`config.mk`:
```
export PLATFORM = sky130hd
export DESIGN_NAME = sdcl_top
export DESIGN_NICKNAME = d
export VERILOG_FILES = /design/src/shared/sdcl_pkg.sv /design/src/hw/sdcl_tick_div.sv /design/src/hw/sdcl_top.sv
export VERILOG_INCLUDE_DIRS = /design/src /design/src/shared
export SDC_FILE = /design/constraint.sdc
export NUM_CORES = 1
export LEC_CHECK = 0
export ABC_AREA = 1
export BUFFER_PORTS_ARGS = -buffer_cell sky130_fd_sc_hd__buf_2
export CORE_ASPECT_RATIO = 2
export CORE_MARGIN = 2
export CORE_UTILIZATION = 50
export DETAILED_ROUTE_END_ITERATION = 7
export PLACE_DENSITY = 0.77
export SLEW_MARGIN = 20
export SYNTH_ARGS = -nofsm -noshare
export SYNTH_HDL_FRONTEND = slang
export SYNTH_SLANG_ARGS = --single-unit
```
`constraint.sdc`:
```
create_clock -name i_clk -period 1.9 [get_ports i_clk]
set_input_delay 0 -clock i_clk [delete_from_list [all_inputs] [get_ports i_clk]]
set_output_delay 0 -clock i_clk [all_outputs]
set_load 0.02 [all_outputs]
```
`src/shared/sdcl_cfg.svh`:
```
// Constants of the synthesizer divider configuration loader
`ifndef SDCL_CFG_SVH
`define SDCL_CFG_SVH

// ---------------------------------------------------------------
// Serial stream layout
// ---------------------------------------------------------------
`define SDCL_SR_LEN 14
`define SDCL_T_W 3
`define SDCL_N_W 2
`define SDCL_M_W 9
`define SDCL_SR_MSB 13

// ---------------------------------------------------------------
// Diagnostic select codes
// ---------------------------------------------------------------
`define SDCL_TSEL_SHIFT 3'h0
`define SDCL_TSEL_ONE 3'h1
`define SDCL_TSEL_REF16 3'h2
`define SDCL_TSEL_FB 3'h3
`define SDCL_TSEL_FOUT 3'h4
`define SDCL_TSEL_ZERO 3'h5
`define SDCL_TSEL_BYPASS 3'h6
`define SDCL_TSEL_FOUT4 3'h7

// ---------------------------------------------------------------
// Divider constants
// ---------------------------------------------------------------
`define SDCL_DIV_W 4
`define SDCL_REF_HALF 4'h8
`define SDCL_FOUT4_HALF 4'h2
`define SDCL_POST_ONE 4'h1
`define SDCL_FB_ONE 9'h001
`define SDCL_FB_RST 9'h1FF
`define SDCL_N_RST 2'h3

// ---------------------------------------------------------------
// Register map
// ---------------------------------------------------------------
`define SDCL_AW 4
`define SDCL_OFF_CTRL 4'h0
`define SDCL_OFF_STAT 4'h4
`define SDCL_OFF_SHIFT 4'h8
`define SDCL_CTRL_RST 1'h1
`define SDCL_STAT_BYP 14
`define SDCL_STAT_PAR 15
`define SDCL_STAT_FB 16

`endif

```
`src/shared/sdcl_pkg.sv`:
```
// Types of the synthesizer divider configuration loader
package sdcl_pkg;

  // Divider configuration, laid out as the serial stream
  typedef struct packed {
    logic [2:0] test;
    logic [1:0] post;
    logic [8:0] fb;
  } sdcl_cfg_t;

endpackage

```
`src/hw/sdcl_tick_div.sv`:
```
// Tick divider: toggles its output every i_half input ticks
`timescale 1ns/1ps
`default_nettype none

module sdcl_tick_div #(
  parameter int W = 4
) (
  input wire logic i_clk,
  input wire logic i_rst,
  input wire logic i_tick,
  input wire logic [W-1:0] i_half,
  output logic o_level
);

  logic [W-1:0] cnt_q;
  logic [W-1:0] cnt_d;
  logic level_q;
  wire logic cnt_wrap;

  // -------------------------------------------------------------
  // Half period counter
  // -------------------------------------------------------------
  assign cnt_wrap = (W'(cnt_q + 1'b1) >= i_half);
  assign cnt_d = cnt_wrap ? '0 : W'(cnt_q + 1'b1);

  always_ff @(posedge i_clk) begin
    if (i_rst) begin
      cnt_q <= '0;
      level_q <= 1'b0;
    end else if (i_tick) begin
      cnt_q <= cnt_d;
      level_q <= level_q ^ cnt_wrap;
    end
  end

  assign o_level = level_q;

endmodule
`default_nettype wire

```
`src/hw/sdcl_top.sv`:
```
// Divider configuration loader of a clock synthesizer
// Operation
// - Load-strobe rising edge captures feedback and post pins
// - Strobe low: divider latches transparent to pins
// - Shift serial data on serial clock, fourteen bits
// - Stream order: diagnostic, post, feedback bits
// - Each field sent most significant bit first
// - Commit strobe falling edge loads shifted values
// - Diagnostic select settable only by serial stream
// - Strobe low forces diagnostic select to zero
// - Codes 000-011: shift out, one, ref/16, feedback
// - Codes 100-111: output, zero, bypass feedback, output/4
// - Shift register bits appear one per serial clock
// - Code 110 feeds serial clock into both dividers
// - Bypass: post divider drives output, feedback drives diagnostic
// - Bypass post code 00 (ratio one) halves serial clock rate
// - Bypass feedback output duty need not be even
// - Post code 01 selects division ratio two
// - Frequency step is reference/16 divided by post ratio
// - Post code maps to ratios one, two, four, eight
//
// Local design decisions: the register offsets and register access over Avalon-MM.
`timescale 1ns/1ps
`default_nettype none
`include "sdcl_cfg.svh"

module sdcl_top
  import sdcl_pkg::*;
(
  input wire logic i_clk,
  input wire logic i_rst,
  input wire logic i_par_load_n,
  input wire logic [8:0] i_fb_div_pins,
  input wire logic [1:0] i_post_sel_pins,
  input wire logic i_ser_clk,
  input wire logic i_ser_data,
  input wire logic i_ser_commit,
  input wire logic i_vco_tick,
  input wire logic i_ref_tick,
  input wire logic [`SDCL_AW-1:0] i_avs_address,
  input wire logic i_avs_read,
  input wire logic i_avs_write,
  input wire logic [31:0] i_avs_writedata,
  input wire logic [3:0] i_avs_byteenable,
  output logic [31:0] o_avs_readdata,
  output logic o_avs_waitrequest,
  output logic o_synth_out,
  output logic o_diag,
  output sdcl_cfg_t o_cfg,
  output logic [3:0] o_post_ratio
);

  sdcl_cfg_t cfg_q;
  sdcl_cfg_t cfg_d;
  logic [`SDCL_SR_LEN-1:0] sr_q;
  logic [`SDCL_SR_LEN-1:0] sr_d;
  logic par_q;
  logic sclk_q;
  logic commit_q;
  logic [8:0] fb_cnt_q;
  logic [8:0] fb_cnt_d;
  logic diag_q;
  logic diag_d;
  logic run_q;
  logic ack_q;
  logic [31:0] rdata_q;
  logic fout4_q;

  // ---------------------------------------------------------------
  // Strobe and serial clock edges
  // ---------------------------------------------------------------
  wire logic par_rise;
  wire logic par_open;
  wire logic sclk_rise;
  wire logic commit_fall;
  wire logic ser_ok;
  wire logic do_shift;
  wire logic do_commit;

  assign par_rise = i_par_load_n & ~par_q;
  assign par_open = ~i_par_load_n;
  assign sclk_rise = i_ser_clk & ~sclk_q;
  assign commit_fall = ~i_ser_commit & commit_q;
  assign ser_ok = i_par_load_n & par_q;
  assign do_shift = sclk_rise & ser_ok;
  assign do_commit = commit_fall & ser_ok;

  // ---------------------------------------------------------------
  // Serial shift register
  // ---------------------------------------------------------------
  // MSB of each field enters first and ends at the top
  assign sr_d = {sr_q[`SDCL_SR_LEN-2:0], i_ser_data};

  // ---------------------------------------------------------------
  // Configuration selection, parallel path first
  // ---------------------------------------------------------------
  always_comb begin
    cfg_d = cfg_q;
    if (par_open) begin
      cfg_d.fb = i_fb_div_pins;
      cfg_d.post = i_post_sel_pins;
      cfg_d.test = `SDCL_TSEL_SHIFT;
    end else if (par_rise) begin
      cfg_d.fb = i_fb_div_pins;
      cfg_d.post = i_post_sel_pins;
    end else if (do_commit) begin
      cfg_d = sdcl_cfg_t'(sr_q);
    end
  end

  // ---------------------------------------------------------------
  // Divider tick sources
  // ---------------------------------------------------------------
  wire logic bypass;
  wire logic div_tick;
  wire logic fb_wrap;
  wire logic fb_out;
  wire logic [3:0] post_half;
  wire logic post_level;
  wire logic ref16_level;
  wire logic fout_rise;
  wire logic fout4_level;

  assign bypass = (cfg_q.test == `SDCL_TSEL_BYPASS);
  assign div_tick = run_q & (bypass ? sclk_rise : i_vco_tick);
  // Post ratio 1, 2, 4, 8 from the two-bit code
  assign post_half = `SDCL_POST_ONE << cfg_q.post;

  // ---------------------------------------------------------------
  // Feedback counter
  // ---------------------------------------------------------------
  // Counts down from the unsigned ratio minus one; one tick of each period high
  assign fb_wrap = (fb_cnt_q == '0);
  assign fb_cnt_d = fb_wrap ? 9'(cfg_q.fb - `SDCL_FB_ONE)
                            : 9'(fb_cnt_q - `SDCL_FB_ONE);
  assign fb_out = fb_wrap;

  // ---------------------------------------------------------------
  // Post divider, reference and output dividers
  // ---------------------------------------------------------------
  // Post output period is twice the ratio in input ticks
  sdcl_tick_div #(
    .W(`SDCL_DIV_W)
  ) u_post_div (
    .i_clk(i_clk),
    .i_rst(i_rst),
    .i_tick(div_tick),
    .i_half(post_half),
    .o_level(post_level)
  );

  sdcl_tick_div #(
    .W(`SDCL_DIV_W)
  ) u_ref16_div (
    .i_clk(i_clk),
    .i_rst(i_rst),
    .i_tick(i_ref_tick),
    .i_half(`SDCL_REF_HALF),
    .o_level(ref16_level)
  );

  assign fout_rise = post_level & ~fout4_q;

  sdcl_tick_div #(
    .W(`SDCL_DIV_W)
  ) u_fout4_div (
    .i_clk(i_clk),
    .i_rst(i_rst),
    .i_tick(fout_rise),
    .i_half(`SDCL_FOUT4_HALF),
    .o_level(fout4_level)
  );

  // ---------------------------------------------------------------
  // Diagnostic output selection
  // ---------------------------------------------------------------
  always_comb begin
    case (cfg_q.test)
      `SDCL_TSEL_SHIFT: diag_d = sr_q[`SDCL_SR_MSB];
      `SDCL_TSEL_ONE: diag_d = 1'b1;
      `SDCL_TSEL_REF16: diag_d = ref16_level;
      `SDCL_TSEL_FB: diag_d = fb_out;
      `SDCL_TSEL_FOUT: diag_d = post_level;
      `SDCL_TSEL_ZERO: diag_d = 1'b0;
      `SDCL_TSEL_BYPASS: diag_d = fb_out;
      `SDCL_TSEL_FOUT4: diag_d = fout4_level;
      default: diag_d = 1'b0;
    endcase
  end

  // ---------------------------------------------------------------
  // Avalon-MM slave, one wait state per access
  // ---------------------------------------------------------------
  wire logic req;
  wire logic wr_take;
  wire logic hit_ctrl;
  wire logic hit_stat;
  wire logic hit_shift;
  wire logic [31:0] stat_word;
  wire logic [31:0] rd_mux;

  assign req = i_avs_read | i_avs_write;
  assign wr_take = i_avs_write & ack_q;
  assign hit_ctrl = (i_avs_address == `SDCL_OFF_CTRL);
  assign hit_stat = (i_avs_address == `SDCL_OFF_STAT);
  assign hit_shift = (i_avs_address == `SDCL_OFF_SHIFT);
  assign stat_word = {7'h00, fb_cnt_q, i_par_load_n, bypass,
                      cfg_q};
  assign rd_mux = hit_ctrl ? {31'h0, run_q} :
                  hit_stat ? stat_word :
                  hit_shift ? {18'h0, sr_q} : 32'h0;
  assign o_avs_waitrequest = req & ~ack_q;

  // ---------------------------------------------------------------
  // State registers
  // ---------------------------------------------------------------
  always_ff @(posedge i_clk) begin
    if (i_rst) begin
      par_q <= 1'b0;
      sclk_q <= 1'b0;
      commit_q <= 1'b0;
      fout4_q <= 1'b0;
    end else begin
      par_q <= i_par_load_n;
      sclk_q <= i_ser_clk;
      commit_q <= i_ser_commit;
      fout4_q <= post_level;
    end
  end

  always_ff @(posedge i_clk) begin
    if (i_rst) begin
      cfg_q <= '{test: `SDCL_TSEL_SHIFT, post: `SDCL_N_RST,
                 fb: `SDCL_FB_RST};
      sr_q <= '0;
    end else begin
      cfg_q <= cfg_d;
      if (do_shift) begin
        sr_q <= sr_d;
      end
    end
  end

  always_ff @(posedge i_clk) begin
    if (i_rst) begin
      fb_cnt_q <= '0;
      diag_q <= 1'b0;
    end else begin
      diag_q <= diag_d;
      if (div_tick) begin
        fb_cnt_q <= fb_cnt_d;
      end
    end
  end

  always_ff @(posedge i_clk) begin
    if (i_rst) begin
      ack_q <= 1'b0;
      run_q <= `SDCL_CTRL_RST;
      rdata_q <= 32'h0;
    end else begin
      ack_q <= req & ~ack_q;
      if (i_avs_read & ~ack_q) begin
        rdata_q <= rd_mux;
      end
      if (wr_take & hit_ctrl & i_avs_byteenable[0]) begin
        run_q <= i_avs_writedata[0];
      end
    end
  end

  assign o_avs_readdata = rdata_q;
  assign o_synth_out = post_level;
  assign o_diag = diag_q;
  assign o_cfg = cfg_q;
  assign o_post_ratio = post_half;
endmodule
`default_nettype wire

```
# After elaboration in Yosys (flattened, before gate mapping)
# Index checks and enable logic that the tools add are counted.
# word_totals
regBits	91
inputBits	61
# op_classes
order_cmp	3
n_reduce_logical	6
shift	1
n_bitwise	24
add_sub_neg	5
n_mux	12
n_eq_ne	10
# ops
op	n
$mux W25	2
$mux W14	2
$mux W11	2
$sub A9 B1 Y9 const B	2
$and A1 B1 Y1	13
$add A4 B1 Y4 const B	3
$eq A3 B3 Y1 const B	4
$mux W4	3
$logic_not A9 Y1	1
$mux W9	1
$not A1 Y1	7
$pmux W1 S7	1
$eq A3 B2 Y1 const B	2
$eq A4 B3 Y1 const B	1
$eq A4 B4 Y1 const B	1
$ge A4 B2 Y1 const B	1
$ge A4 B4 Y1	1
$ge A4 B4 Y1 const B	1
$logic_not A4 Y1	1
$reduce_or A2 Y1	2
$shl A1 B2 Y4 const A	1
$eq A3 B1 Y1 const B	1
$logic_not A3 Y1	1
$ne A3 B1 Y1 const B	1
4 further kinds	6

# Longest topological paths before layout
# depth
word_depth	6
depth_mapped	13
mapped_depth_nobuf	13

# By module
# From an unflattened synthesis, not the netlist that was laid out.
# unflattened
hier_cells	590
hier_area_um2	4202.8
# modules_own_cells
module	n_inst	seq_area_each_um2	cells_each	area_per_inst_um2
sdcl_top	1	1381.3	440	3140.5
sdcl_tick_div	3	100.1	50	354.1

# Worst setup path before layout
# No wires, ideal clock.
# synth_timing
kind	reg2reg
start	register cfg_q, in the netlist o_cfg[10]
end	register u_post_div.level_q, in the netlist u_post_div.o_level
n_path_buf	0
path_slack_ns	-0.015
period_less_slack_ns	1.915
arrival_time_ns	1.795
stages_incl_launch_ff	10
cell_sequence	dfxtp_1 -> inv_1 -> nor2_1 -> inv_1 -> ha_1 -> nand2_1 -> o211ai_1 -> nand2_1 -> o21ai_0 -> a21oi_1
# synth_between
elab_chain_len	3
# synth_lines
element	line	text
start: declaration	sdcl_top.sv:53	sdcl_cfg_t cfg_q;
start signal: assignment	sdcl_top.sv:233	cfg_q <= '{test: `SDCL_TSEL_SHIFT, post: `SDCL_N_RST,
start signal: assignment	sdcl_top.sv:237	cfg_q <= cfg_d;
$shl A1 B2 Y4 (no line)	--	
via o_post_ratio[2]	sdcl_top.sv:50	output logic [3:0] o_post_ratio
$ge A4 B4 Y1	sdcl_tick_div.sv:23	assign cnt_wrap = (W'(cnt_q + 1'b1) >= i_half);
$xor A1 B1 Y1	sdcl_tick_div.sv:32	level_q <= level_q ^ cnt_wrap;
end signal: assignment	sdcl_tick_div.sv:32	
end: declaration	sdcl_tick_div.sv:17	logic level_q;
# The timed path passes the listed nets, and every way through them passes these cells.
# A chain may end at the register's enable or synchronous reset.

# Final worst setup path
# layout_timing
start	register cfg_q, in the netlist o_cfg[10]
end	register u_post_div.level_q, in the netlist u_post_div.o_level
# layout_between
elab_chain_len	3
# layout_lines
element	line
$shl A1 B2 Y4 (no line)	--
$ge A4 B4 Y1	sdcl_tick_div.sv:23
$xor A1 B1 Y1	sdcl_tick_div.sv:32
# Every way passes these cells.

==> results.toml <==
[status]
status = "completed"

[global_route]
antenna_found_initial = 0
grt_pass1_vias = 3439
grt_pass1_wl_mm = 16.1
grt_overflow = 0
grt_max_degree = 50
grt_use_total_pct = 24.0

[worst_setup_path]
r2r_cells = 9
r2r_slack_ns = 0.10
crit_path_start_kind = "register"
worstSetupPathType = "reg -> reg"
r2r-start = "o_cfg[10]"
arrival_ns = 2.03
rr_endpoint = "u_post_div.o_level"
worstPathRequired_ns = 2.13
endpoint_kind = "register"
crit_slowest_cell = "dfxtp_1"
cp_max_fo = 6
slowest_delay_ns = 0.44
crit_chain = "inv_1 > nor2_2 > inv_1 > ha_1 > nand2_1 > o211ai_1 > nand2_2 > o21ai_0 > a21oi_1"
cpMostUsedCell = "inv_1"

[finish]
drive_gt1_share_pct = 25.1
num_antenna_cells = 0
finalNetCount = 687
syn_to_final_growth_pct = 25.3
final_area_sq_mm = 0.00500
final_cell_mix = "82 x dfxtp_1, 72 x nand2_1, 72 x buf_2"
layout_commonest_cell = "dfxtp_1"
fin_cells = 718
nFillCells = 694

[power_and_ir_drop]
power.density_mw_per_mm2 = 998
p_sw_share_pct = 30.7
power_leakage_uw = 0.00227
switchingPower_uw = 1530
combinationalPowerShare_pct = 23.4
intPower_uw = 3460
p_clk_share_pct = 36.9
power_frac_seq_pct = 39.7
vdd_drop_max_mv = 0.841

[sta]
max_freq_mhz = 556
skew_ns = 0.00444
fin_ws_ns = 0.101
fin_setup_tns_ns = 0
fin_crit_sh_pct = 94.7
hold_viol = 0
whs_ns = 0.0113
fin_crit_ns = 1.80
report.final.slew_viol_count = 0
finalSetupViolations = 0

[min_path]
min_to = "o_cfg[1]"
min-delay-start = "i_fb_div_pins[1]"
hp-class = "in -> reg"
holdPathStages = 3

[clock_tree]
clk_pin_slew_ns = 0.06
clock_latency_ns = 0.34
cts.sinks = 84
h-tree-depth = 3
max-clock-path-buffers = 2
cts_tree = "done"
cts_root_buf = "clkbuf_16"
cts_buffers = 9

[synthesis]
yosysWarningCount = 0
synthDistinctLibCells = 40
synth_area_sq_mm = 0.00399
avgSynthCellArea_sq_um = 7.61
synth_top_cell_by_area = "dfxtp_1"
syn_inst = 524
netlist.area_leader.share_pct = 42.2
synth_seq_cells = 84
synth.top_cells.by_area = "dfxtp_1 42%, nand2_1 7.0%, o21ai_0 6.9%, a21oi_1 6.5%, inv_1 5.5%"
synth_seq_area_share_pct = 42.2

[die]
rows = 46
core_sq_mm = 0.00783
start_util_pct = 51.0
fp.dieW_um = 67.2
ios = 114
die_y_um = 130
die_area_sq_mm = 0.00875

[detailed_routing]
firstDrtPassIters = 6
drc = 0
wl_per_cell_um = 14.2
vias = 3757
antenna_left = 0
viasPerCell = 5.23
drt_iter0_markers = 245
drt_wl_total_mm = 10.2

[placement]
place_ws_ns = 0.0615
dp.cells = 680
io_buffer_count = 72
dpl_cell_area_sq_mm = 0.00445
gp_congestion = 0.891
dp_hpwl_mm = 6.85

[flow_run]
max-cap-violations = 0
[cell type report]
type / instances / area, sq um / area share (%)
Multi-Input combinational cell: 351 / 1960 / 39.2
Sequential cell: 84 / 1680 / 33.7
Inverter: 66 / 249 / 4.98
Clock buffer: 10 / 229 / 4.58
Tap cell: 96 / 120 / 2.40
Timing Repair Buffer: 105 / 666 / 13.3
Clock inverter: 6 / 88.8 / 1.78
[state kept, by name, summed over array words and instances, names as in the netlist]
name / cells
fout4_q: 1
run_q: 1
o_avs_readdata: 25
u_post_div.cnt_q: 4
o_diag: 1
par_q: 1
u_post_div.o_level: 1
ack_q: 1
u_ref16_div.o_level: 1
sclk_q: 1
u_fout4_div.o_level: 1
u_fout4_div.cnt_q: 4
commit_q: 1
u_ref16_div.cnt_q: 4
sr_q: 14
o_cfg: 14
fb_cnt_q: 9
[Yosys cell counts]
| library cell | number |
|---|---|
| buf_4 | 8 |
| nand3_1 | 17 |
| nand2_1 | 74 |
| nand4_1 | 5 |
| or3b_2 | 1 |
| a22o_1 | 2 |
| o21ai_4 | 1 |
| clkinv_1 | 1 |
| nand3_4 | 1 |
| and3_1 | 1 |
| nand3_2 | 12 |
| o21ai_0 | 55 |
| xnor2_1 | 2 |
| or2_4 | 1 |
| o21bai_1 | 1 |
| conb_1 | 1 |
| ha_1 | 9 |
| buf_2 | 7 |
| a211oi_1 | 6 |
| clkinv_2 | 1 |
| nand2_4 | 4 |
| nor2_4 | 7 |
| clkbuf_1 | 10 |
| o21ai_1 | 1 |
| inv_1 | 58 |
| a31oi_1 | 3 |
| dfxtp_1 | 84 |
| o211ai_1 | 2 |
| a21oi_1 | 52 |
| nor2_1 | 49 |
| o22ai_1 | 16 |
| inv_2 | 6 |
| nor2_2 | 3 |
| buf_1 | 3 |
| o31ai_1 | 1 |
| xor2_1 | 3 |
| nor3_1 | 7 |
| nand2_2 | 7 |
| nor2_8 | 1 |
| clkbuf_2 | 1 |
[metal layers]
metal	track usage (%)	vias up	wire length (um)
met1	29.1	1690	4240
met3	4.48	18	597
met2	40.5	136	5130
li1	-	1913	-
met4	10.9	0	249
met5	0	-	0
[worst max-delay path, delay by kind of cell (launching register included)]
kind	cells	cell delay, ns
AO/OA/AOI/OAI	3	0.47
flip-flops	1	0.44
AND/OR/NAND/NOR	3	0.32
adder cells (fa/ha/maj)	1	0.29
buffers and inverters	2	0.17
[cells by family after synthesis]
logic type / Yosys count / share of synthesized area [%]
AOI/OAI and AO/OA: 140 / 19.3
xor gates and xnor gates: 5 / 1.10
adders and majority gates: 9 / 2.82
buffers and inverters: 95 / 9.97
DFF: 84 / 42.2
other: 1 / 0.0940
and+or+nand+nor: 190 / 24.6
[through the flow]
step                power (uW)  util (%)
floorplan                 2820         -
global placement          3040      56.8
detailed placement        3060      56.8
CTS                       4950      63.2
global route              5220      63.9
finish                    4990      63.9
[worst max-delay path by stage]
stage | start | end | depth (start not counted)
final | o_cfg[10] | u_post_div.o_level | 9
after global routing | fb_cnt_q[1] | fb_cnt_q[6] | 12
after CTS | u_post_div.cnt_q[0] | u_post_div.cnt_q[3] | 8
after detailed placement | u_post_div.cnt_q[0] | u_post_div.cnt_q[3] | 8
after global placement | u_post_div.cnt_q[0] | u_post_div.cnt_q[3] | 8
after floorplan | o_cfg[10] | u_post_div.o_level | 9
[what timing repair did]
| item | CTS | global route |
|---|---|---|
| buffers inserted | 0 | 4 |
| setup endpoints to repair | 0 | 7 |
| gates resized for setup | 0 | 7 |
| hold buffers | 18 | 0 |
| hold endpoints to repair | 18 | 0 |
[power by group through the flow]
stage	logic (uW)	registers (uW)	clock network, uW
after CTS	1100	1980	1870
after global routing	1290	1990	1940
after floorplan	776	2040	0
after global placement	1030	2010	0
final	1170	1980	1840
after detailed placement	1050	2010	0
Note: power is estimated with default switching activity, not from simulation.
